$ cat config.mk
export PLATFORM = sky130hd
export DESIGN_NAME = clock_divider_soft_reset
export DESIGN_NICKNAME = d
export VERILOG_FILES = /design/src/core/tick_divider.v /design/src/core/reg_cell.v /design/src/core/clock_divider_soft_reset.v
export VERILOG_INCLUDE_DIRS = /design/src /design/src/core
export SDC_FILE = /design/constraint.sdc
export NUM_CORES = 1
export LEC_CHECK = 0
export BUFFER_PORTS_ARGS = -buffer_cell sky130_fd_sc_hd__buf_4
export CAP_MARGIN = 20
export CORE_MARGIN = 4
export CORE_UTILIZATION = 48
export CTS_CLUSTER_SIZE = 12
export DETAILED_ROUTE_END_ITERATION = 10
export HOLD_SLACK_MARGIN = 0.12
export PLACE_DENSITY_LB_ADDON = 0.2
export SLEW_MARGIN = 5
export SYNTH_ARGS = -nofsm -noshare
export SYNTH_HDL_FRONTEND = slang
export SYNTH_SLANG_ARGS = --single-unit
export TNS_END_PERCENT = 1
$ cat constraint.sdc
create_clock -name aclk -period 3.1 [get_ports aclk]
set_input_delay 0.155 -clock aclk [delete_from_list [all_inputs] [get_ports aclk]]
set_output_delay 0.155 -clock aclk [all_outputs]
set_load 0.1 [all_outputs]
$ cat src/core/clkdiv_map.vh
`ifndef CLKDIV_MAP_VH
`define CLKDIV_MAP_VH
// register indices; byte address is four times the index
`define IDX_POWER_CTRL   10'h014
`define IDX_SOFT_RESET   10'h016
`define IDX_SYS_CLK      10'h018
`define IDX_PANEL_CLK    10'h030
`define IDX_PANEL_CFG    10'h032
`define IDX_DISP_OUT     10'h202
// index ranges untouched by a software reset
`define KEEP_LO_END      10'h018
`define KEEP_HI_START    10'h300
`define KEEP_HI_END      10'h31A
// writable bit masks, everything else reads zero except the memory idle bit in power control
`define MASK_POWER_CTRL  16'h0001
`define MASK_SYS_CLK     16'h0003
`define MASK_PANEL_CLK   16'h071F
`define MASK_PANEL_CFG   16'h0103
`define MASK_DISP_OUT    16'h1C00
// reset values
`define RST_POWER_CTRL   16'h0001
`define RST_SYS_CLK      16'h0000
`define RST_PANEL_CLK    16'h0000
`define RST_PANEL_CFG    16'h0000
`define RST_DISP_OUT     16'h0000
// field positions
`define PWR_SAVE_BIT     0
`define MEM_IDLE_BIT     6
`define SYS_DIV_LSB      0
`define SYS_DIV_MSB      1
`define PIX_DIV_LSB      0
`define PIX_DIV_MSB      4
`define SER_DIV_LSB      8
`define SER_DIV_MSB      10
`define PANEL_TYPE_LSB   0
`define PANEL_TYPE_MSB   1
`define SER_BYPASS_BIT   8
`define DISP_EN_LSB      10
`define DISP_EN_MSB      12
// panel interface codes
`define PANEL_RGB        2'h0
`define PANEL_PARALLEL   2'h2
// divisor offsets added to the field codes
`define SYS_DIV_OFFSET   3'h1
`define SER_DIV_OFFSET   5'h02
`define PIX_DIV_OFFSET   6'h02
// bus responses
`define RESP_OKAY        2'h0
`define RESP_SLVERR      2'h2
`endif

$ cat src/core/tick_divider.v
`timescale 1ns/100ps
// counts input ticks, emits one tick per ratio and a clock level
module tick_divider #(
  parameter W = 3
) (
  input  wire         aclk,
  input  wire         aresetn,
  input  wire         run,
  input  wire         tick_in,
  input  wire [W-1:0] ratio,
  output reg          tick_out,
  output reg          clk_out
);
  reg  [W-1:0] count;
  wire [W-1:0] last_count = ratio - {{(W-1){1'b0}}, 1'b1};
  wire         at_last    = (count >= last_count);
  wire [W-1:0] next_count = at_last ? {W{1'b0}} : count + {{(W-1){1'b0}}, 1'b1};

  // high for the first half of the period; odd ratios stay low one tick longer
  always @(posedge aclk) begin
    if (!aresetn || !run) begin
      count    <= {W{1'b0}};
      tick_out <= 1'b0;
      clk_out  <= 1'b0;
    end else begin
      tick_out <= tick_in && at_last;
      if (tick_in) begin
        count   <= next_count;
        clk_out <= (next_count < (ratio >> 1));
      end
    end
  end
endmodule

$ cat src/core/reg_cell.v
`timescale 1ns/100ps
// one 16-bit register with byte enables and optional software reset
module reg_cell #(
  parameter [15:0] MASK       = 16'hFFFF,
  parameter [15:0] RESET      = 16'h0000,
  parameter        SOFT_CLEAR = 1
) (
  input  wire        aclk,
  input  wire        aresetn,
  input  wire        soft_rst,
  input  wire        wr_en,
  input  wire [1:0]  be,
  input  wire [15:0] wdata,
  output reg  [15:0] q
);
  wire [15:0] lane = {{8{be[1]}}, {8{be[0]}}} & MASK;

  // unmasked bits never take a write, so they read back zero
  always @(posedge aclk) begin
    if (!aresetn) begin
      q <= RESET;
    end else if (soft_rst && (SOFT_CLEAR != 0)) begin
      q <= RESET;
    end else if (wr_en) begin
      q <= (q & ~lane) | (wdata & lane);
    end
  end
endmodule

$ cat src/core/clock_divider_soft_reset.v
// Summary of operation
// - reset-register write defaults all but kept ranges
// - software reset leaves display buffer alone
// - system divide field selects one to four
// - serial divide field selects two to sixteen
// - serial divider counts divided system clock ticks
// - serial divide ignored unless serial, not bypassed
// - pixel divisor is field code plus two
// - pixel divider counts divided system clock ticks
// - RGB panel uses pixel clock as shift clock
// - parallel panel times data with pixel clock
// - power save bit resets to one
// - panel type decodes RGB and parallel only
//
// The AXI4-Lite slave port was chosen for this implementation.
`timescale 1ns/100ps
`include "clkdiv_map.vh"
module clock_divider_soft_reset #(
  parameter ADDR_W = 12
) (
  input  wire              aclk,
  input  wire              aresetn,
  input  wire [ADDR_W-1:0] s_axi_awaddr,
  input  wire [2:0]        s_axi_awprot,
  input  wire              s_axi_awvalid,
  output reg               s_axi_awready,
  input  wire [31:0]       s_axi_wdata,
  input  wire [3:0]        s_axi_wstrb,
  input  wire              s_axi_wvalid,
  output reg               s_axi_wready,
  output reg  [1:0]        s_axi_bresp,
  output reg               s_axi_bvalid,
  input  wire              s_axi_bready,
  input  wire [ADDR_W-1:0] s_axi_araddr,
  input  wire [2:0]        s_axi_arprot,
  input  wire              s_axi_arvalid,
  output reg               s_axi_arready,
  output reg  [31:0]       s_axi_rdata,
  output reg  [1:0]        s_axi_rresp,
  output reg               s_axi_rvalid,
  input  wire              s_axi_rready,
  input  wire              mem_idle,
  input  wire              serial_panel_sel,
  output reg               power_save,
  output reg  [2:0]        display_port_en,
  output reg               sys_tick,
  output reg               serial_clk,
  output reg               shift_clk,
  output reg               parallel_strobe,
  output reg               soft_reset_pulse
);
  // whether a register index survives a software reset
  function keep_on_soft;
    input [9:0] idx;
    begin
      keep_on_soft = (idx <= `KEEP_LO_END) ||
                     ((idx >= `KEEP_HI_START) && (idx <= `KEEP_HI_END));
    end
  endfunction

  localparam CLR_POWER_CTRL = keep_on_soft(`IDX_POWER_CTRL) ? 0 : 1;
  localparam CLR_SYS_CLK    = keep_on_soft(`IDX_SYS_CLK) ? 0 : 1;
  localparam CLR_PANEL_CLK  = keep_on_soft(`IDX_PANEL_CLK) ? 0 : 1;
  localparam CLR_PANEL_CFG  = keep_on_soft(`IDX_PANEL_CFG) ? 0 : 1;
  localparam CLR_DISP_OUT   = keep_on_soft(`IDX_DISP_OUT) ? 0 : 1;

  // write channel capture
  reg  [ADDR_W-1:0] aw_addr;
  reg               aw_got;
  reg  [15:0]       w_data;
  reg  [1:0]        w_be;
  reg               w_got;
  // read channel capture
  reg  [ADDR_W-1:0] ar_addr;
  reg               ar_got;

  wire [9:0] wr_idx  = aw_addr[11:2];
  wire [9:0] rd_idx  = ar_addr[11:2];
  wire       wr_fire = aw_got && w_got && !s_axi_bvalid;

  wire hit_power = (wr_idx == `IDX_POWER_CTRL);
  wire hit_soft  = (wr_idx == `IDX_SOFT_RESET);
  wire hit_sys   = (wr_idx == `IDX_SYS_CLK);
  wire hit_pclk  = (wr_idx == `IDX_PANEL_CLK);
  wire hit_cfg   = (wr_idx == `IDX_PANEL_CFG);
  wire hit_disp  = (wr_idx == `IDX_DISP_OUT);
  wire wr_mapped = hit_power || hit_soft || hit_sys || hit_pclk || hit_cfg || hit_disp;

  // any value, any lanes: the write itself is the trigger
  wire soft_rst = wr_fire && hit_soft;

  wire [15:0] q_power;
  wire [15:0] q_sys;
  wire [15:0] q_pclk;
  wire [15:0] q_cfg;
  wire [15:0] q_disp;

  // power save control, comes up set
  reg_cell #(
    .MASK       (`MASK_POWER_CTRL),
    .RESET      (`RST_POWER_CTRL),
    .SOFT_CLEAR (CLR_POWER_CTRL)
  ) u_power (
    .aclk     (aclk),
    .aresetn  (aresetn),
    .soft_rst (soft_rst),
    .wr_en    (wr_fire && hit_power),
    .be       (w_be),
    .wdata    (w_data),
    .q        (q_power)
  );

  // system clock divide, kept over a software reset
  reg_cell #(
    .MASK       (`MASK_SYS_CLK),
    .RESET      (`RST_SYS_CLK),
    .SOFT_CLEAR (CLR_SYS_CLK)
  ) u_sys (
    .aclk     (aclk),
    .aresetn  (aresetn),
    .soft_rst (soft_rst),
    .wr_en    (wr_fire && hit_sys),
    .be       (w_be),
    .wdata    (w_data),
    .q        (q_sys)
  );

  // serial and pixel divide fields
  reg_cell #(
    .MASK       (`MASK_PANEL_CLK),
    .RESET      (`RST_PANEL_CLK),
    .SOFT_CLEAR (CLR_PANEL_CLK)
  ) u_pclk (
    .aclk     (aclk),
    .aresetn  (aresetn),
    .soft_rst (soft_rst),
    .wr_en    (wr_fire && hit_pclk),
    .be       (w_be),
    .wdata    (w_data),
    .q        (q_pclk)
  );

  // panel type and serial bypass
  reg_cell #(
    .MASK       (`MASK_PANEL_CFG),
    .RESET      (`RST_PANEL_CFG),
    .SOFT_CLEAR (CLR_PANEL_CFG)
  ) u_cfg (
    .aclk     (aclk),
    .aresetn  (aresetn),
    .soft_rst (soft_rst),
    .wr_en    (wr_fire && hit_cfg),
    .be       (w_be),
    .wdata    (w_data),
    .q        (q_cfg)
  );

  // display output port enable field
  reg_cell #(
    .MASK       (`MASK_DISP_OUT),
    .RESET      (`RST_DISP_OUT),
    .SOFT_CLEAR (CLR_DISP_OUT)
  ) u_disp (
    .aclk     (aclk),
    .aresetn  (aresetn),
    .soft_rst (soft_rst),
    .wr_en    (wr_fire && hit_disp),
    .be       (w_be),
    .wdata    (w_data),
    .q        (q_disp)
  );

  // field decode
  wire [1:0] sys_code   = q_sys[`SYS_DIV_MSB:`SYS_DIV_LSB];
  wire [2:0] ser_code   = q_pclk[`SER_DIV_MSB:`SER_DIV_LSB];
  wire [4:0] pix_code   = q_pclk[`PIX_DIV_MSB:`PIX_DIV_LSB];
  wire [1:0] panel_type = q_cfg[`PANEL_TYPE_MSB:`PANEL_TYPE_LSB];
  wire       ser_bypass = q_cfg[`SER_BYPASS_BIT];
  wire       is_rgb     = (panel_type == `PANEL_RGB);
  wire       is_par     = (panel_type == `PANEL_PARALLEL);
  wire       running    = !q_power[`PWR_SAVE_BIT];

  // divisors: code+1, 2*(code+1), code+2
  wire [2:0] sys_ratio = {1'b0, sys_code} + `SYS_DIV_OFFSET;
  wire [4:0] ser_ratio = {1'b0, ser_code, 1'b0} + `SER_DIV_OFFSET;
  wire [5:0] pix_ratio = {1'b0, pix_code} + `PIX_DIV_OFFSET;
  // serial divider holds still unless a non-bypassed serial panel is in use
  wire       ser_run   = running && is_par && serial_panel_sel && !ser_bypass;

  wire sys_pulse;
  wire ser_level;
  wire pix_pulse;
  wire pix_level;

  // divided system clock, one tick per ratio of aclk cycles
  tick_divider #(.W(3)) u_sysdiv (
    .aclk     (aclk),
    .aresetn  (aresetn),
    .run      (running),
    .tick_in  (1'b1),
    .ratio    (sys_ratio),
    .tick_out (sys_pulse),
    .clk_out  ()
  );

  // serial clock counts system ticks, even ratios give a square wave
  tick_divider #(.W(5)) u_serdiv (
    .aclk     (aclk),
    .aresetn  (aresetn),
    .run      (ser_run),
    .tick_in  (sys_pulse),
    .ratio    (ser_ratio),
    .tick_out (),
    .clk_out  (ser_level)
  );

  // pixel clock counts system ticks; odd ratios with a divided
  // system clock are unsupported and produce an uneven duty cycle
  tick_divider #(.W(6)) u_pixdiv (
    .aclk     (aclk),
    .aresetn  (aresetn),
    .run      (running),
    .tick_in  (sys_pulse),
    .ratio    (pix_ratio),
    .tick_out (pix_pulse),
    .clk_out  (pix_level)
  );

  // registered outputs; a software reset never touches the display buffer
  always @(posedge aclk) begin
    if (!aresetn) begin
      power_save       <= 1'b1;
      display_port_en  <= 3'h0;
      sys_tick         <= 1'b0;
      serial_clk       <= 1'b0;
      shift_clk        <= 1'b0;
      parallel_strobe  <= 1'b0;
      soft_reset_pulse <= 1'b0;
    end else begin
      power_save       <= q_power[`PWR_SAVE_BIT];
      display_port_en  <= q_disp[`DISP_EN_MSB:`DISP_EN_LSB];
      sys_tick         <= sys_pulse;
      serial_clk       <= ser_run && ser_level; // gated so a stop takes effect at once
      shift_clk        <= is_rgb && pix_level;
      parallel_strobe  <= is_par && pix_pulse;
      soft_reset_pulse <= soft_rst;
    end
  end

  // write address and data are taken independently, in either order
  always @(posedge aclk) begin
    if (!aresetn) begin
      s_axi_awready <= 1'b1;
      s_axi_wready  <= 1'b1;
      s_axi_bvalid  <= 1'b0;
      s_axi_bresp   <= `RESP_OKAY;
      aw_got        <= 1'b0;
      w_got         <= 1'b0;
      aw_addr       <= {ADDR_W{1'b0}};
      w_data        <= 16'h0000;
      w_be          <= 2'h0;
    end else begin
      if (s_axi_awvalid && s_axi_awready) begin
        aw_addr       <= s_axi_awaddr;
        aw_got        <= 1'b1;
        s_axi_awready <= 1'b0;
      end
      if (s_axi_wvalid && s_axi_wready) begin
        w_data       <= s_axi_wdata[15:0];
        w_be         <= s_axi_wstrb[1:0];
        w_got        <= 1'b1;
        s_axi_wready <= 1'b0;
      end
      // registers update on the same edge that raises bvalid
      if (wr_fire) begin
        aw_got       <= 1'b0;
        w_got        <= 1'b0;
        s_axi_bvalid <= 1'b1;
        s_axi_bresp  <= wr_mapped ? `RESP_OKAY : `RESP_SLVERR;
      end
      if (s_axi_bvalid && s_axi_bready) begin
        s_axi_bvalid  <= 1'b0;
        s_axi_awready <= 1'b1;
        s_axi_wready  <= 1'b1;
      end
    end
  end

  // read decode; the trigger register is write only and reads zero
  reg [15:0] rd_word;
  reg        rd_mapped;
  always @* begin
    rd_word   = 16'h0000;
    rd_mapped = 1'b1;
    if (rd_idx == `IDX_POWER_CTRL) begin
      rd_word = q_power;
      rd_word[`MEM_IDLE_BIT] = mem_idle;
    end else if (rd_idx == `IDX_SOFT_RESET) begin
      rd_word = 16'h0000;
    end else if (rd_idx == `IDX_SYS_CLK) begin
      rd_word = q_sys;
    end else if (rd_idx == `IDX_PANEL_CLK) begin
      rd_word = q_pclk;
    end else if (rd_idx == `IDX_PANEL_CFG) begin
      rd_word = q_cfg;
    end else if (rd_idx == `IDX_DISP_OUT) begin
      rd_word = q_disp;
    end else begin
      rd_mapped = 1'b0;
    end
  end

  // read channel: address taken, data answered on the next edge
  always @(posedge aclk) begin
    if (!aresetn) begin
      s_axi_arready <= 1'b1;
      s_axi_rvalid  <= 1'b0;
      s_axi_rdata   <= 32'h00000000;
      s_axi_rresp   <= `RESP_OKAY;
      ar_got        <= 1'b0;
      ar_addr       <= {ADDR_W{1'b0}};
    end else begin
      if (s_axi_arvalid && s_axi_arready) begin
        ar_addr       <= s_axi_araddr;
        ar_got        <= 1'b1;
        s_axi_arready <= 1'b0;
      end
      if (ar_got) begin
        ar_got       <= 1'b0;
        s_axi_rvalid <= 1'b1;
        s_axi_rdata  <= {16'h0000, rd_word};
        s_axi_rresp  <= rd_mapped ? `RESP_OKAY : `RESP_SLVERR;
      end
      if (s_axi_rvalid && s_axi_rready) begin
        s_axi_rvalid  <= 1'b0;
        s_axi_arready <= 1'b1;
      end
    end
  end
endmodule

==> metrics.cfg <==
[layout]
fillerInstances = 804
nets = 771
synthToLayoutAreaGrowth_pct = 27.5
diodes = 0
final_cells = 805
layout_common_cells = nand2_1 (93), dfxtp_1 (93), buf_4 (83), a21oi_1 (53), nor2_1 (48)
drive_gt1_share_pct = 18.0

[drt]
vias = 4164
drt_iter0_markers = 130
routed_wl_um = 11500
drt-vias-per-instance = 5.17
post_drt_wl_per_cell_um = 14.2
dr.pass1.iters = 4
drc = 0
antenna_left = 0

[critical_path]
path_class = reg -> reg
ff2ff_setup_slack_ns = -0.03
crit_fanout = 4
arrival_ns = 3.41
crit_path_start_kind = flop
critPathRequiredTime_ns = 3.38
rr_endpoint = u_pixdiv.clk_out$_SDFFE_PP0P_
r2r_cells = 14
end_kind = flop

[floorplanning]
std_cell_rows = 35
fp.dieW_um = 107
start_util_pct = 50.0
ios = 125
fp.dieH_um = 107
dieArea_mm2 = 0.0114
core_area_mm2 = 0.00933

[placement]
numPortBuffers = 67
gp_congestion = 0.833
hpwl_um = 8180
dp_cells = 744
pre_cts_ws_ns = -0.0858

[timing]
period_minus_slack_ns = 3.13
hold_ws_ns = 0.194
final.setup_skew_ns = 0.0128
fin_crit_sh_pct = 101
fin_ws_ns = -0.0257
worst_pin_slew_ns = 0.728
slew_headroom_pct = 51.4
setup_viol = 1
clock.fmax_mhz = 320
hold_violations = 0
slew_viol_final = 0
setup_tns_ns = -0.0257
rsz0062_at_grt = true

[synthesis]
synth_warnings = 0
synth_area_mm2 = 0.00466
yosysUniqueCellTypes = 55
netlist_instances = 555
avgSynthCellArea_um2 = 8.40
ys_async_sr_fraction_pct = 0
synth-edff-count = 0
seq_area_frac_synth_pct = 41.7
synth-seq-cells = 97
synth-main-ff-cell = dfxtp_1

[min_path]
hp-class = in -> reg
min_to = u_serdiv.count[2]$_SDFFE_PP0P_
worstHoldStart = serial_panel_sel
hold_depth = 4

[clocking]
clock_latency_ns = 0.36
cts_tree = done
cts.sinks = 97
cts_buffers = 9
root_buffer = clkbuf_8
clkTransAtPathRegs_ns = 0.10
clockBufferDepth = 2
h-tree-depth = 3

[global_route]
grt_pass1_wl_um = 19000
grt_start_max_net_pins = 53
grt.total_usage_pct = 20.6
grt_pass1_vias = 4073
antenna_found_initial = 0
overflow = 0

[power]
power.leakage_uw = 0.00248
vdd_drop_max_v = 0.000228
powerDensity_mw_per_mm2 = 412

[run_status]
run_status = finished with violations
violations = setup timing

[job]
maxCapViolCount = 0

[metal layers]
layer  wire length, um  GRT usage (%)
met2              5750           35.8
met5                 0              0
met1              5020           25.6
met4               191           7.76
met3               513           3.28
[report_power, final]
group | switching [uW] | internal, uW | leakage, uW
logic | 271 | 114 | 0.00162
registers | 31.8 | 1280 | 0.000791
clock network | 456 | 297 | 0.0000762
total | 759 | 1690 | 0.00248
[how the worst max path moves through the flow]
stage / from / end
floorplan: flop / u_pixdiv.clk_out$_SDFFE_PP0P_
global placement: flop / u_pixdiv.clk_out$_SDFFE_PP0P_
detailed placement: flop / u_pixdiv.clk_out$_SDFFE_PP0P_
CTS: flop / u_pixdiv.clk_out$_SDFFE_PP0P_
global route: flop / u_pixdiv.clk_out$_SDFFE_PP0P_
finish: flop / u_pixdiv.clk_out$_SDFFE_PP0P_
[critical path, stage by stage, from the launching register on]
cell and delay [ns]:
dfxtp_4 0.37, buf_4 0.14, ha_4 0.23, inv_4 0.06
nand3_2 0.06, xnor2_1 0.13, ha_1 0.29, and3_1 0.17
a221o_1 0.35, nor2_1 0.12, ha_1 0.26, o211ai_1 0.10
a21oi_1 0.09, or4b_1 0.50, a211oi_2 0.18
[Yosys cell counts (3+ instances only)]
cell / n / area share [%]
dfxtp_1: 97 / 42
nand2_1: 93 / 7.5
a21oi_1: 54 / 5.8
nor2_1: 48 / 3.9
ha_1: 25 / 6.7
buf_4: 24 / 3.9
nand3_1: 18 / 1.9
inv_1: 16 / 1.3
mux2i_1: 16 / 3.4
clkbuf_1: 15 / 1.2
o21ai_0: 14 / 1.5
and2_1: 11 / 1.5
nor3_1: 10 / 1.1
nand2b_1: 9 / 1.2
xnor2_1: 9 / 1.7
nor2b_1: 8 / 1.1
and3_1: 7 / 0.94
a21o_1: 6 / 0.97
a22oi_1: 6 / 0.97
nand3b_1: 6 / 0.97
xor2_1: 5 / 0.94
nor3b_1: 4 / 0.64
a211oi_1: 3 / 0.48
buf_2: 3 / 0.32
nand4_1: 3 / 0.40
nor2_2: 3 / 0.40
o211ai_1: 3 / 0.48
o21a_1: 3 / 0.48
or4_4: 3 / 0.72
[final cells by class]
type                       count  area [um2]  share of cell area, %
multi-input combinational    420        2540                   42.8
sequential                    97        1950                   32.8
timing repair buffer         125        1040                   17.6
tap                          129         161                   2.72
clock buffer                  11         131                   2.21
inverter                      18        70.1                   1.18
clock inverter                 5        40.0                  0.674
[through the flow]
step                      power [uW]  cell area (um2)  util, %
after floorplan                 1620             4750        -
after global placement          1670             5260     56.4
after detailed placement        1680             5260     56.4
after CTS                       2460             5910     63.4
after global routing            2540             5940     63.7
final                           2450             5940     63.7
[logic make-up after synthesis]
kind of cell               count (synthesis)  share of synthesized area (%)
DFF                                       97                           41.7
xor gates and xnor gates                  14                           2.63
adders and majority gates                 25                           6.71
muxes                                     16                           3.44
AOI/OAI and AO/OA                        106                           13.8
buffers and inverters                     60                           6.84
other                                      1                         0.0804
and+or+nand+nor                          236                           24.9
[repair_timing]
item / in CTS / in global routing
endpoints found under the setup margin: 1 / 2
pin swaps: 3 / 2
hold buffers: 42 / 0
resized for setup: 8 / 7
setup buffers: 3 / 0
endpoints found under the hold margin: 43 / 0
Power figures use the tool's default switching activity.
